==> src/rtl/mfc_regs.vh <==
// Function
// [RQ1] Network function zero, modem function one
// [RQ2] Modem presence follows loaded EEPROM configuration
// [RQ3] Identification word read-only, loaded from EEPROM
// [RQ4] Command resets zero; enables gate modem accesses
// [RQ5] Other command bits read zero; never master
// [RQ6] Status word cleared by bus reset
// [RQ7] Status: 15,14 writable; timing 01; capability 1
// [RQ8] Class/revision word read-only, EEPROM loaded
// [RQ9] Class code 07H, 00H, interface 02H
// [RQ10] Interface and revision bytes from word FEH
// [RQ11] Header type fixed 80H, multifunction
// [RQ12] I/O window requests eight bytes
// [RQ13] Memory window requests 512 bytes
// [RQ14] Memory window reaches control registers and CIS
// [RQ15] CIS pointer fixed: offset 0010H, space 2H
// [RQ16] CIS reads return EEPROM-stored contents
// [RQ17] Reserved doublewords read zero, ignore writes
`ifndef MFC_REGS_VH
`define MFC_REGS_VH

// ==========================================================
// Function numbers
`define MFC_FUNC_LAN        3'h0
`define MFC_FUNC_MODEM      3'h1

// ==========================================================
// Configuration offsets (byte addresses)
`define MFC_OFF_ID          8'h00
`define MFC_OFF_CMD         8'h04
`define MFC_OFF_CLASS       8'h08
`define MFC_OFF_HEADER      8'h0C
`define MFC_OFF_IO_BASE     8'h10
`define MFC_OFF_MEM_BASE    8'h14
`define MFC_OFF_CIS_PTR     8'h28

// ==========================================================
// Command and status fields
`define MFC_CMD_IO_BIT      0
`define MFC_CMD_MEM_BIT     1
`define MFC_CMD_PERR_BIT    6
`define MFC_CMD_SERR_BIT    8
`define MFC_CMD_RESET       16'h0000
`define MFC_STS_WR_HI       15
`define MFC_STS_WR_LO       14
`define MFC_STS_FIXED       16'h0210
`define MFC_STS_RESET       2'h0

// ==========================================================
// Class, header, windows, CIS pointer
`define MFC_CLASS_BASE      8'h07
`define MFC_CLASS_SUB       8'h00
`define MFC_PROGIF_RESET    8'h02
`define MFC_REV_RESET       8'h00
`define MFC_HEADER_KIND     8'h80
`define MFC_IO_SIZE_LOG2    3
`define MFC_MEM_SIZE_LOG2   9
`define MFC_IO_SPACE_FLAG   3'h1
`define MFC_MEM_FLAGS       9'h000
`define MFC_CIS_PTR_OFS     28'h000_0010
`define MFC_CIS_PTR_SPACE   4'h2

// ==========================================================
// EEPROM word addresses
`define MFC_EE_VENDOR       8'h30
`define MFC_EE_DEVICE       8'h31
`define MFC_EE_CONFIG       8'h32
`define MFC_EE_MODEM_BIT    0
`define MFC_EE_CLASS_REV    8'hFE
`define MFC_EE_CIS_BASE     8'h40
`define MFC_ID_RESET        32'h0000_0000

`endif

==> src/rtl/mfc_cis_store.v <==
`timescale 1ns/10ps
`include "mfc_regs.vh"
module mfc_cis_store #(
	parameter IDX_W = 6
) (
	// Clock and reset
	input  wire             clk,
	input  wire             sys_rst,
	// EEPROM load stream
	input  wire             eeLoadValid,
	input  wire [7:0]       eeLoadAddr,
	input  wire [15:0]      eeLoadData,
	// Read side
	input  wire             rdEn,
	input  wire [IDX_W-1:0] rdIndex,
	output reg  [31:0]      rdData_q
);

	localparam WORDS = 1 << IDX_W;

	reg  [15:0] lowHalf  [0:WORDS-1];
	reg  [15:0] highHalf [0:WORDS-1];
	wire [8:0]  eeRel;
	wire        eeInCis;
	wire [IDX_W-1:0] wrIndex;

	// ==========================================================
	// Capture CIS words as the loader streams them
	assign eeRel   = {1'b0, eeLoadAddr} - {1'b0, `MFC_EE_CIS_BASE};
	assign eeInCis = (eeLoadAddr >= `MFC_EE_CIS_BASE) &&
	                 (eeRel < (2 * WORDS));
	assign wrIndex = eeRel[IDX_W:1];

	always @(posedge clk) begin
		if (eeLoadValid && eeInCis) begin // [RQ16]
			if (eeRel[0])
				highHalf[wrIndex] <= eeLoadData;
			else
				lowHalf[wrIndex] <= eeLoadData;
		end
	end

	always @(posedge clk or posedge sys_rst) begin
		if (sys_rst)
			rdData_q <= 32'h0000_0000;
		else if (rdEn)
			rdData_q <= {highHalf[rdIndex], lowHalf[rdIndex]}; // [RQ16]
	end

endmodule // mfc_cis_store

==> src/rtl/mfc_config_space.v <==
`timescale 1ns/10ps
`include "mfc_regs.vh"
module mfc_config_space (
	// Clock and reset
	input  wire        clk,
	input  wire        sys_rst,
	// Configuration access
	input  wire        cfgReq,
	input  wire        cfgWrite,
	input  wire [2:0]  cfgFunc,
	input  wire [7:0]  cfgAddr,
	input  wire [3:0]  cfgByteEn,
	input  wire [31:0] cfgWrData,
	output reg         cfgAck_q,
	output reg  [31:0] cfgRdData_q,
	output wire        lanCfgSel,
	// EEPROM load stream
	input  wire        eeLoadValid,
	input  wire [7:0]  eeLoadAddr,
	input  wire [15:0] eeLoadData,
	// Memory window access
	input  wire        memReq,
	input  wire        memWrite,
	input  wire [31:0] memAddr,
	output reg         memAck_q,
	output wire [31:0] memRdData,
	output reg         ctrlSel_q,
	output reg         ctrlWrite_q,
	output reg  [7:0]  ctrlOffset_q,
	// I/O window access
	input  wire        ioReq,
	input  wire [31:0] ioAddr,
	output reg         ioSel_q,
	output reg  [2:0]  ioOffset_q,
	// Control state
	output wire        modemPresent,
	output wire        serrEnable,
	output wire        parityEnable
);

	localparam IO_L  = `MFC_IO_SIZE_LOG2;
	localparam MEM_L = `MFC_MEM_SIZE_LOG2;
	// 64 dwords fill the window above the control registers
	localparam CIS_W = 6;

	// ==========================================================
	// Byte-enable helpers
	function [31:0] laneMask;
		input [3:0] be;
		integer i;
		begin
			laneMask = 32'h0000_0000;
			for (i = 0; i < 4; i = i + 1)
				laneMask[i*8 +: 8] = {8{be[i]}};
		end
	endfunction

	function [31:0] mergeLanes;
		input [31:0] oldVal;
		input [31:0] newVal;
		input [31:0] writable;
		input [3:0]  be;
		reg   [31:0] m;
		begin
			m = writable & laneMask(be);
			mergeLanes = (oldVal & ~m) | (newVal & m);
		end
	endfunction

	// ==========================================================
	// Register state
	reg         modemPresent_q;
	reg  [15:0] cmd_q;
	reg  [1:0]  stsWr_q;
	reg  [31:0] ident_q;
	reg  [7:0]  progIf_q;
	reg  [7:0]  revision_q;
	reg  [31:IO_L]  ioBase_q;
	reg  [31:MEM_L] memBase_q;

	reg  [15:0] cmd_d;
	reg  [1:0]  stsWr_d;
	reg  [31:0] ioBarMerged;
	reg  [31:0] memBarMerged;
	reg  [31:0] rdValue;

	wire [15:0] statusWord;
	wire [31:0] ioBarValue;
	wire [31:0] memBarValue;
	wire [31:0] cisPointer;
	wire [31:0] classWord;
	wire [31:0] headerWord;
	wire [7:0]  cfgDwordAddr;
	wire        modemCfg;
	wire        modemCfgWr;

	// ==========================================================
	// Function select
	assign cfgDwordAddr = {cfgAddr[7:2], 2'b00};
	assign modemCfg   = cfgReq && (cfgFunc == `MFC_FUNC_MODEM) &&
	                    modemPresent_q; // [RQ1] [RQ2]
	assign modemCfgWr = modemCfg && cfgWrite;
	// Function zero space lives elsewhere; hand it over
	assign lanCfgSel  = cfgReq && (cfgFunc == `MFC_FUNC_LAN); // [RQ1]

	// ==========================================================
	// EEPROM-loaded values
	always @(posedge clk or posedge sys_rst) begin
		if (sys_rst) begin
			modemPresent_q <= 1'b0;
			ident_q        <= `MFC_ID_RESET;
			progIf_q       <= `MFC_PROGIF_RESET;
			revision_q     <= `MFC_REV_RESET;
		end else if (eeLoadValid) begin
			case (eeLoadAddr)
				`MFC_EE_CONFIG: begin
					modemPresent_q <= eeLoadData[`MFC_EE_MODEM_BIT]; // [RQ2]
				end
				`MFC_EE_VENDOR: begin
					ident_q[15:0] <= eeLoadData; // [RQ3]
				end
				`MFC_EE_DEVICE: begin
					ident_q[31:16] <= eeLoadData; // [RQ3]
				end
				`MFC_EE_CLASS_REV: begin
					progIf_q   <= eeLoadData[15:8]; // [RQ10]
					revision_q <= eeLoadData[7:0]; // [RQ10]
				end
				default: begin
					modemPresent_q <= modemPresent_q;
				end
			endcase
		end
	end

	// ==========================================================
	// Writable fields, next values
	always @* begin
		cmd_d   = cmd_q;
		stsWr_d = stsWr_q;
		ioBarMerged  = {ioBase_q, {IO_L{1'b0}}};
		memBarMerged = {memBase_q, {MEM_L{1'b0}}};
		if (modemCfgWr) begin
			case (cfgDwordAddr)
				`MFC_OFF_CMD: begin
					// Only four command bits take writes
					if (cfgByteEn[1])
						cmd_d[`MFC_CMD_SERR_BIT] =
							cfgWrData[`MFC_CMD_SERR_BIT]; // [RQ4]
					if (cfgByteEn[0]) begin
						cmd_d[`MFC_CMD_PERR_BIT] =
							cfgWrData[`MFC_CMD_PERR_BIT]; // [RQ4]
						cmd_d[`MFC_CMD_MEM_BIT] =
							cfgWrData[`MFC_CMD_MEM_BIT]; // [RQ4]
						cmd_d[`MFC_CMD_IO_BIT] =
							cfgWrData[`MFC_CMD_IO_BIT]; // [RQ4]
					end
					// Plain read/write pair, not write-one-to-clear
					if (cfgByteEn[3])
						stsWr_d = {cfgWrData[16+`MFC_STS_WR_HI],
						           cfgWrData[16+`MFC_STS_WR_LO]}; // [RQ7]
				end
				`MFC_OFF_IO_BASE: begin
					ioBarMerged = mergeLanes(ioBarMerged, cfgWrData,
						~{{(32-IO_L){1'b0}}, {IO_L{1'b1}}},
						cfgByteEn); // [RQ12]
				end
				`MFC_OFF_MEM_BASE: begin
					memBarMerged = mergeLanes(memBarMerged, cfgWrData,
						~{{(32-MEM_L){1'b0}}, {MEM_L{1'b1}}},
						cfgByteEn); // [RQ13]
				end
				default: begin
					// Read-only and reserved words ignore writes
					cmd_d = cmd_q; // [RQ17]
				end
			endcase
		end
	end

	always @(posedge clk or posedge sys_rst) begin
		if (sys_rst) begin
			cmd_q     <= `MFC_CMD_RESET; // [RQ4]
			stsWr_q   <= `MFC_STS_RESET; // [RQ6]
			ioBase_q  <= {(32-IO_L){1'b0}};
			memBase_q <= {(32-MEM_L){1'b0}};
		end else begin
			cmd_q     <= cmd_d;
			stsWr_q   <= stsWr_d;
			ioBase_q  <= ioBarMerged[31:IO_L];
			memBase_q <= memBarMerged[31:MEM_L];
		end
	end

	// ==========================================================
	// Read values
	// Fixed bits are ORed in; writable pair sits at bits 15:14
	assign statusWord = `MFC_STS_FIXED |
	                    {stsWr_q, 14'h0000}; // [RQ7] [RQ6]
	assign ioBarValue  = {ioBase_q, `MFC_IO_SPACE_FLAG}; // [RQ12]
	assign memBarValue = {memBase_q, `MFC_MEM_FLAGS}; // [RQ13]
	assign cisPointer  = {`MFC_CIS_PTR_OFS, `MFC_CIS_PTR_SPACE}; // [RQ15]
	assign classWord   = {`MFC_CLASS_BASE, `MFC_CLASS_SUB, progIf_q,
	                      revision_q}; // [RQ8] [RQ9]
	assign headerWord  = {8'h00, `MFC_HEADER_KIND, 16'h0000}; // [RQ11]

	always @* begin
		rdValue = 32'h0000_0000; // [RQ17]
		case (cfgDwordAddr)
			`MFC_OFF_ID: begin
				rdValue = ident_q; // [RQ3]
			end
			`MFC_OFF_CMD: begin
				// Master enable and the rest stay zero: never a master
				rdValue = {statusWord, cmd_q}; // [RQ5]
			end
			`MFC_OFF_CLASS: begin
				rdValue = classWord; // [RQ8] [RQ9] [RQ10]
			end
			`MFC_OFF_HEADER: begin
				rdValue = headerWord; // [RQ11]
			end
			`MFC_OFF_IO_BASE: begin
				rdValue = ioBarValue;
			end
			`MFC_OFF_MEM_BASE: begin
				rdValue = memBarValue;
			end
			`MFC_OFF_CIS_PTR: begin
				rdValue = cisPointer; // [RQ15]
			end
			default: begin
				rdValue = 32'h0000_0000; // [RQ17]
			end
		endcase
	end

	// Absent modem leaves function one unclaimed (master abort)
	always @(posedge clk or posedge sys_rst) begin
		if (sys_rst) begin
			cfgAck_q    <= 1'b0;
			cfgRdData_q <= 32'h0000_0000;
		end else begin
			cfgAck_q <= modemCfg; // [RQ2]
			if (modemCfg && !cfgWrite)
				cfgRdData_q <= rdValue;
		end
	end

	// ==========================================================
	// Window decode
	wire             ioHit;
	wire [IO_L-1:0]  ioOff;
	wire             memHit;
	wire [MEM_L-1:0] memOff;
	wire [31:0]      cisStart;
	wire             cisAccess;
	wire             ctrlHit;

	// Absent modem keeps both windows closed
	mfc_window_decode #(
		.ADDR_W    (32),
		.SIZE_LOG2 (IO_L)
	) u_io_window (
		.req    (ioReq),
		.addr   (ioAddr),
		.base   (ioBase_q),
		.enable (cmd_q[`MFC_CMD_IO_BIT] & modemPresent_q), // [RQ4]
		.hit    (ioHit),
		.offset (ioOff)
	);

	mfc_window_decode #(
		.ADDR_W    (32),
		.SIZE_LOG2 (MEM_L)
	) u_mem_window (
		.req    (memReq),
		.addr   (memAddr),
		.base   (memBase_q),
		.enable (cmd_q[`MFC_CMD_MEM_BIT] & modemPresent_q), // [RQ4]
		.hit    (memHit),
		.offset (memOff)
	);

	// CIS sits above the control registers, at the pointer's offset
	assign cisStart  = {`MFC_CIS_PTR_OFS, 4'h0};
	assign cisAccess = memHit && (memOff >= cisStart[MEM_L-1:0]); // [RQ14]
	assign ctrlHit   = memHit && !cisAccess; // [RQ14]

	// ==========================================================
	// I/O window outputs
	always @(posedge clk or posedge sys_rst) begin
		if (sys_rst) begin
			ioSel_q    <= 1'b0;
			ioOffset_q <= 3'h0;
		end else begin
			ioSel_q <= ioHit; // [RQ12]
			// Offset holds between hits
			if (ioHit)
				ioOffset_q <= ioOff;
		end
	end

	// ==========================================================
	// Memory window outputs
	always @(posedge clk or posedge sys_rst) begin
		if (sys_rst) begin
			ctrlSel_q    <= 1'b0;
			ctrlWrite_q  <= 1'b0;
			ctrlOffset_q <= 8'h00;
			memAck_q     <= 1'b0;
		end else begin
			ctrlSel_q   <= ctrlHit; // [RQ14]
			ctrlWrite_q <= ctrlHit && memWrite;
			// CIS is read-only; writes there are acknowledged and dropped
			memAck_q    <= cisAccess; // [RQ14]
			if (ctrlHit)
				ctrlOffset_q <= memOff[7:0];
		end
	end

	wire [MEM_L-1:0] cisRel;
	assign cisRel = memOff - cisStart[MEM_L-1:0];

	mfc_cis_store #(
		.IDX_W (CIS_W)
	) u_cis (
		.clk         (clk),
		.sys_rst     (sys_rst),
		.eeLoadValid (eeLoadValid),
		.eeLoadAddr  (eeLoadAddr),
		.eeLoadData  (eeLoadData),
		.rdEn        (cisAccess && !memWrite),
		.rdIndex     (cisRel[7:2]),
		.rdData_q    (memRdData) // [RQ16]
	);

	// ==========================================================
	// Control state
	assign modemPresent = modemPresent_q;
	assign serrEnable   = cmd_q[`MFC_CMD_SERR_BIT];
	assign parityEnable = cmd_q[`MFC_CMD_PERR_BIT];

endmodule // mfc_config_space

==> src/rtl/mfc_window_decode.v <==
`timescale 1ns/10ps
module mfc_window_decode #(
	parameter ADDR_W    = 32,
	parameter SIZE_LOG2 = 3
) (
	// Access
	input  wire                  req,
	input  wire [ADDR_W-1:0]     addr,
	// Window
	input  wire [ADDR_W-1:SIZE_LOG2] base,
	input  wire                  enable,
	// Result
	output wire                  hit,
	output wire [SIZE_LOG2-1:0]  offset
);

	// ==========================================================
	// Naturally aligned window compare
	assign hit    = req & enable & (addr[ADDR_W-1:SIZE_LOG2] == base);
	assign offset = addr[SIZE_LOG2-1:0];

endmodule // mfc_window_decode

==> config.mk <==
export PLATFORM = sky130hd
export DESIGN_NAME = mfc_config_space
export DESIGN_NICKNAME = d
export VERILOG_FILES = /design/src/rtl/mfc_cis_store.v /design/src/rtl/mfc_config_space.v /design/src/rtl/mfc_window_decode.v
export VERILOG_INCLUDE_DIRS = /design/src /design/src/rtl
export SDC_FILE = /design/constraint.sdc
export NUM_CORES = 2
export LEC_CHECK = 0
export BUFFER_PORTS_ARGS = -buffer_cell sky130_fd_sc_hd__buf_2
export CAP_MARGIN = 20
export CELL_PAD_IN_SITES_DETAIL_PLACEMENT = 1
export CELL_PAD_IN_SITES_GLOBAL_PLACEMENT = 2
export CORE_ASPECT_RATIO = 1.5
export CORE_MARGIN = 4
export CORE_UTILIZATION = 49
export DETAILED_ROUTE_END_ITERATION = 8
export PLACE_DENSITY = 0.79
export SLEW_MARGIN = 30
export SYNTH_ARGS = -nofsm -noshare
export SYNTH_HDL_FRONTEND = slang
export SYNTH_HIERARCHICAL = 1
export SYNTH_SLANG_ARGS = --single-unit
==> constraint.sdc <==
create_clock -name clk -period 6.7 [get_ports clk]
set_input_delay 2.01 -clock clk [delete_from_list [all_inputs] [get_ports clk]]
set_output_delay 2.01 -clock clk [all_outputs]
set_load 0.02 [all_outputs]
==> metrics <==
Initial Util 49.4%; crit path max fanout 27; Vias/cell 6.26; hpwl dp 157000 um; CP Class primary input to flop; Clock Sinks 2235; Worst setup SP type primary input; fin crit share 74.9%; NumNets Final 5060; Root Buffer clkbuf_16; grt ovf 0; Max-slew headroom 32.1%; Top FF cell, synth edfxtp_1; Die H 525 um; FILL cells 15400; Finished Cell Area 99100 um2; FFs w/ async S/R, synth 8.37%; WP data required 7.39 ns; worst slew pin tran 1.01 ns; Post-route DRC 0; post-CTS setup repair buffer count 0; Die Footprint 185000 um2; most frequent cells in the layout edfxtp_1, mux2i_1, mux4_2, buf_4, clkbuf_16; fraction of layout cells with a size suffix above 1 24.6%; io pins 227; Seq/Total Area, Yosys 75.7%; CTS resizes 0; largest net degree at the start of global routing 111; CP Capture Type flop; RSZ-0062 raised after global routing no; max-cap violation count 0; final setup fails 0; hold buffer count at CTS 0; commonest non-fill, non-tap cell in the layout edfxtp_1; hold_ws 0.471 ns; wire per inst 33.7 um; Rows 189; GPL Wtd Cong 0.863; Final Hold Fails 0; Cell Count, Final, Fillers Out 7380; via count 46200; width of the chip 353 um; distinct cell type count after synthesis 69; Final Util 56.0%; post-layout minimum cycle time 5.02 ns; placed inst area 92100 um2; Mapped Area 87400 um2; worst path cell trace buf_2 > xor2_1 > nor4_2 > buf_4 > nand4_1 > nor3_2 > and2_1 > nor2b_4 > buf_4 > nor2b_1 > nor4_1 > o211ai_1 > o22ai_1 > o41ai_1; H-tree levels 4; synthesized area per cell 19.4 um2; Total Routing Usage GR 26.7%; setup TNS 0 ns; initial antenna violation count 14; Synth Warn # 6; CTS tree built; port bufs 223; clk_skew 0.0598 ns; CTS Buffer Depth 4; Slew Limit Fails 0; CTS clk-pin slew, worst paths 0.07 ns; Post-synth EDFFs 2048; Routed Antenna Nets 0; CTS buffer count 206; PwrDens 290 nW/um2; DRT Pass-1 Iters 8; DP Cell Count 6999; Critical Path Max Stage Delay 0.65 ns; wirelength, routed 249000 um; Area Overhead vs Synth 13.4%; syn_nets 4661; VDD IR max 0.203 mV; Leakage 34.0 nW; worst hold path type flop to flop; latest clock arrival within the worst-skew pair 0.85 ns; CP dominant cell by count buf_4; vias in the first global route 49600; initial DRC count 4693; worst path arrival time 5.71 ns; Mapped Cells 4518; post-synthesis register bit count 2235; Core Region 177000 um2; Critical Path Slowest Stage Cell nor4_2; status finished clean; first-pass GRT wire length 358000 um; fmax 0.199 GHz
## per-layer routing
metal  share of wire [%]  track usage [%]  up-vias
met1                  37             32.6    24600
li1                    -                -    19200
met4                 5.7             13.0        6
met3                 6.0             3.80      471
met2                  52             46.7     1928
met5               0.017                0        -
## cell families after synthesis
kind of cell           synth area share, %
multiplexers                          14.5
AO/OA/AOI/OAI                         4.26
buffers and inverters                 1.84
flip-flops                            75.7
AND/OR/NAND/NOR                       3.18
XOR/XNOR                             0.531
## where the power goes
part | switching (mW) | leakage, nW | internal, mW
Clock | 5.12 | 3.39 | 7.03
Combinational | 0.916 | 9.63 | 0.435
Sequential | 0.0186 | 21.0 | 15.3
## Yosys cell counts (all sizes together) (2+ instances only)
library cell / number / area [um2]
edfxtp: 2048 / 61500
mux2i: 448 / 4480
mux4: 303 / 6820
nor2: 195 / 737
dfrtp: 186 / 4650
buf: 175 / 1130
mux2: 118 / 1370
o22ai: 113 / 707
clkbuf: 103 / 388
nand2: 90 / 338
nor2b: 90 / 566
o21ai: 72 / 360
a211oi: 65 / 488
a221oi: 55 / 482
o22a: 48 / 420
xor2: 39 / 342
nor3: 38 / 211
o221ai: 35 / 307
o41ai: 33 / 289
o211ai: 32 / 240
nor4: 31 / 228
nand4: 29 / 181
nand3: 28 / 170
a21oi: 23 / 115
inv: 23 / 86.3
a22oi: 19 / 143
xnor2: 14 / 123
a2bb2oi: 9 / 78.8
and2: 5 / 31.3
and3: 5 / 31.3
nand3b: 5 / 37.5
nand2b: 4 / 32.5
nand4b: 3 / 38.8
nand4bb: 3 / 33.8
o21a: 3 / 22.5
or2: 3 / 18.8
or3: 3 / 18.8
or3b: 3 / 26.3
or4: 3 / 22.5
or4b: 3 / 33.8
nor3b: 2 / 15.0
o32ai: 2 / 17.5
## worst max-delay path: cells and delay by family
family	cells	cell delay (ns)
simple gates	7	2.25
buf+inv	3	0.76
compound gates	3	0.49
xor+xnor	1	0.14
## metrics by stage
step | setup slack, ns | power, mW
2_1_floorplan | 0.514 | 16.3
3_3_place_gp | 0.592 | 16.9
3_5_place_dp | 0.911 | 16.9
4_1_cts | 1.79 | 29.0
5_1_grt | 1.70 | 29.7
6_report | 1.68 | 28.8
## worst paths after layout
kind | startpoint | to | slack [ns] | depth (start not counted)
setup / recovery | memAddr[15] | u_cis/rdData_q[30]$_DFFE_PP0P_ | 1.68 | 14
hold / removal | cfgRdData_q[26]$_DFFE_PP0P_ | cfgRdData_q[26]$_DFFE_PP0P_ | 0.47 | 2
setup reg to reg | flop | u_cis/rdData_q[30]$_DFFE_PP0P_ | 2.48 | 13
hold reg to reg | cfgRdData_q[26]$_DFFE_PP0P_ | cfgRdData_q[26]$_DFFE_PP0P_ | 0.47 | 2
max in group asynchronous | sys_rst | progIf_q[6]$_DFFE_PP0P_ | 4.18 | 3
min in group asynchronous | sys_rst | ident_q[27]$_DFFE_PP0P_ | 1.34 | 2
## state kept, by name, summed over array words and instances (netlist names), 4 cells and up, named ones only
signal / count
u_cis/highHalf: 1024
progIf_q: 8
cfgRdData_q: 32
u_cis/lowHalf: 1024
ident_q: 32
cmd_q: 4
ctrlOffset_q: 8
u_cis/rdData_q: 32
revision_q: 8
## cell type report
class                           count  area (um2)  share of cell area, %
Clock inverter                    140        1600                   1.61
Clock buffer                      232        5340                   5.38
Timing Repair Buffer              469        3290                   3.32
Sequential cell                  2235       66200                   66.8
Multi-Input combinational cell   1982       19800                   19.9
Tap cell                         2292        2870                   2.89
Inverter                           23        91.3                 0.0921
Antenna cell                        7        17.5                 0.0177
Power figures use the tool's default switching activity.
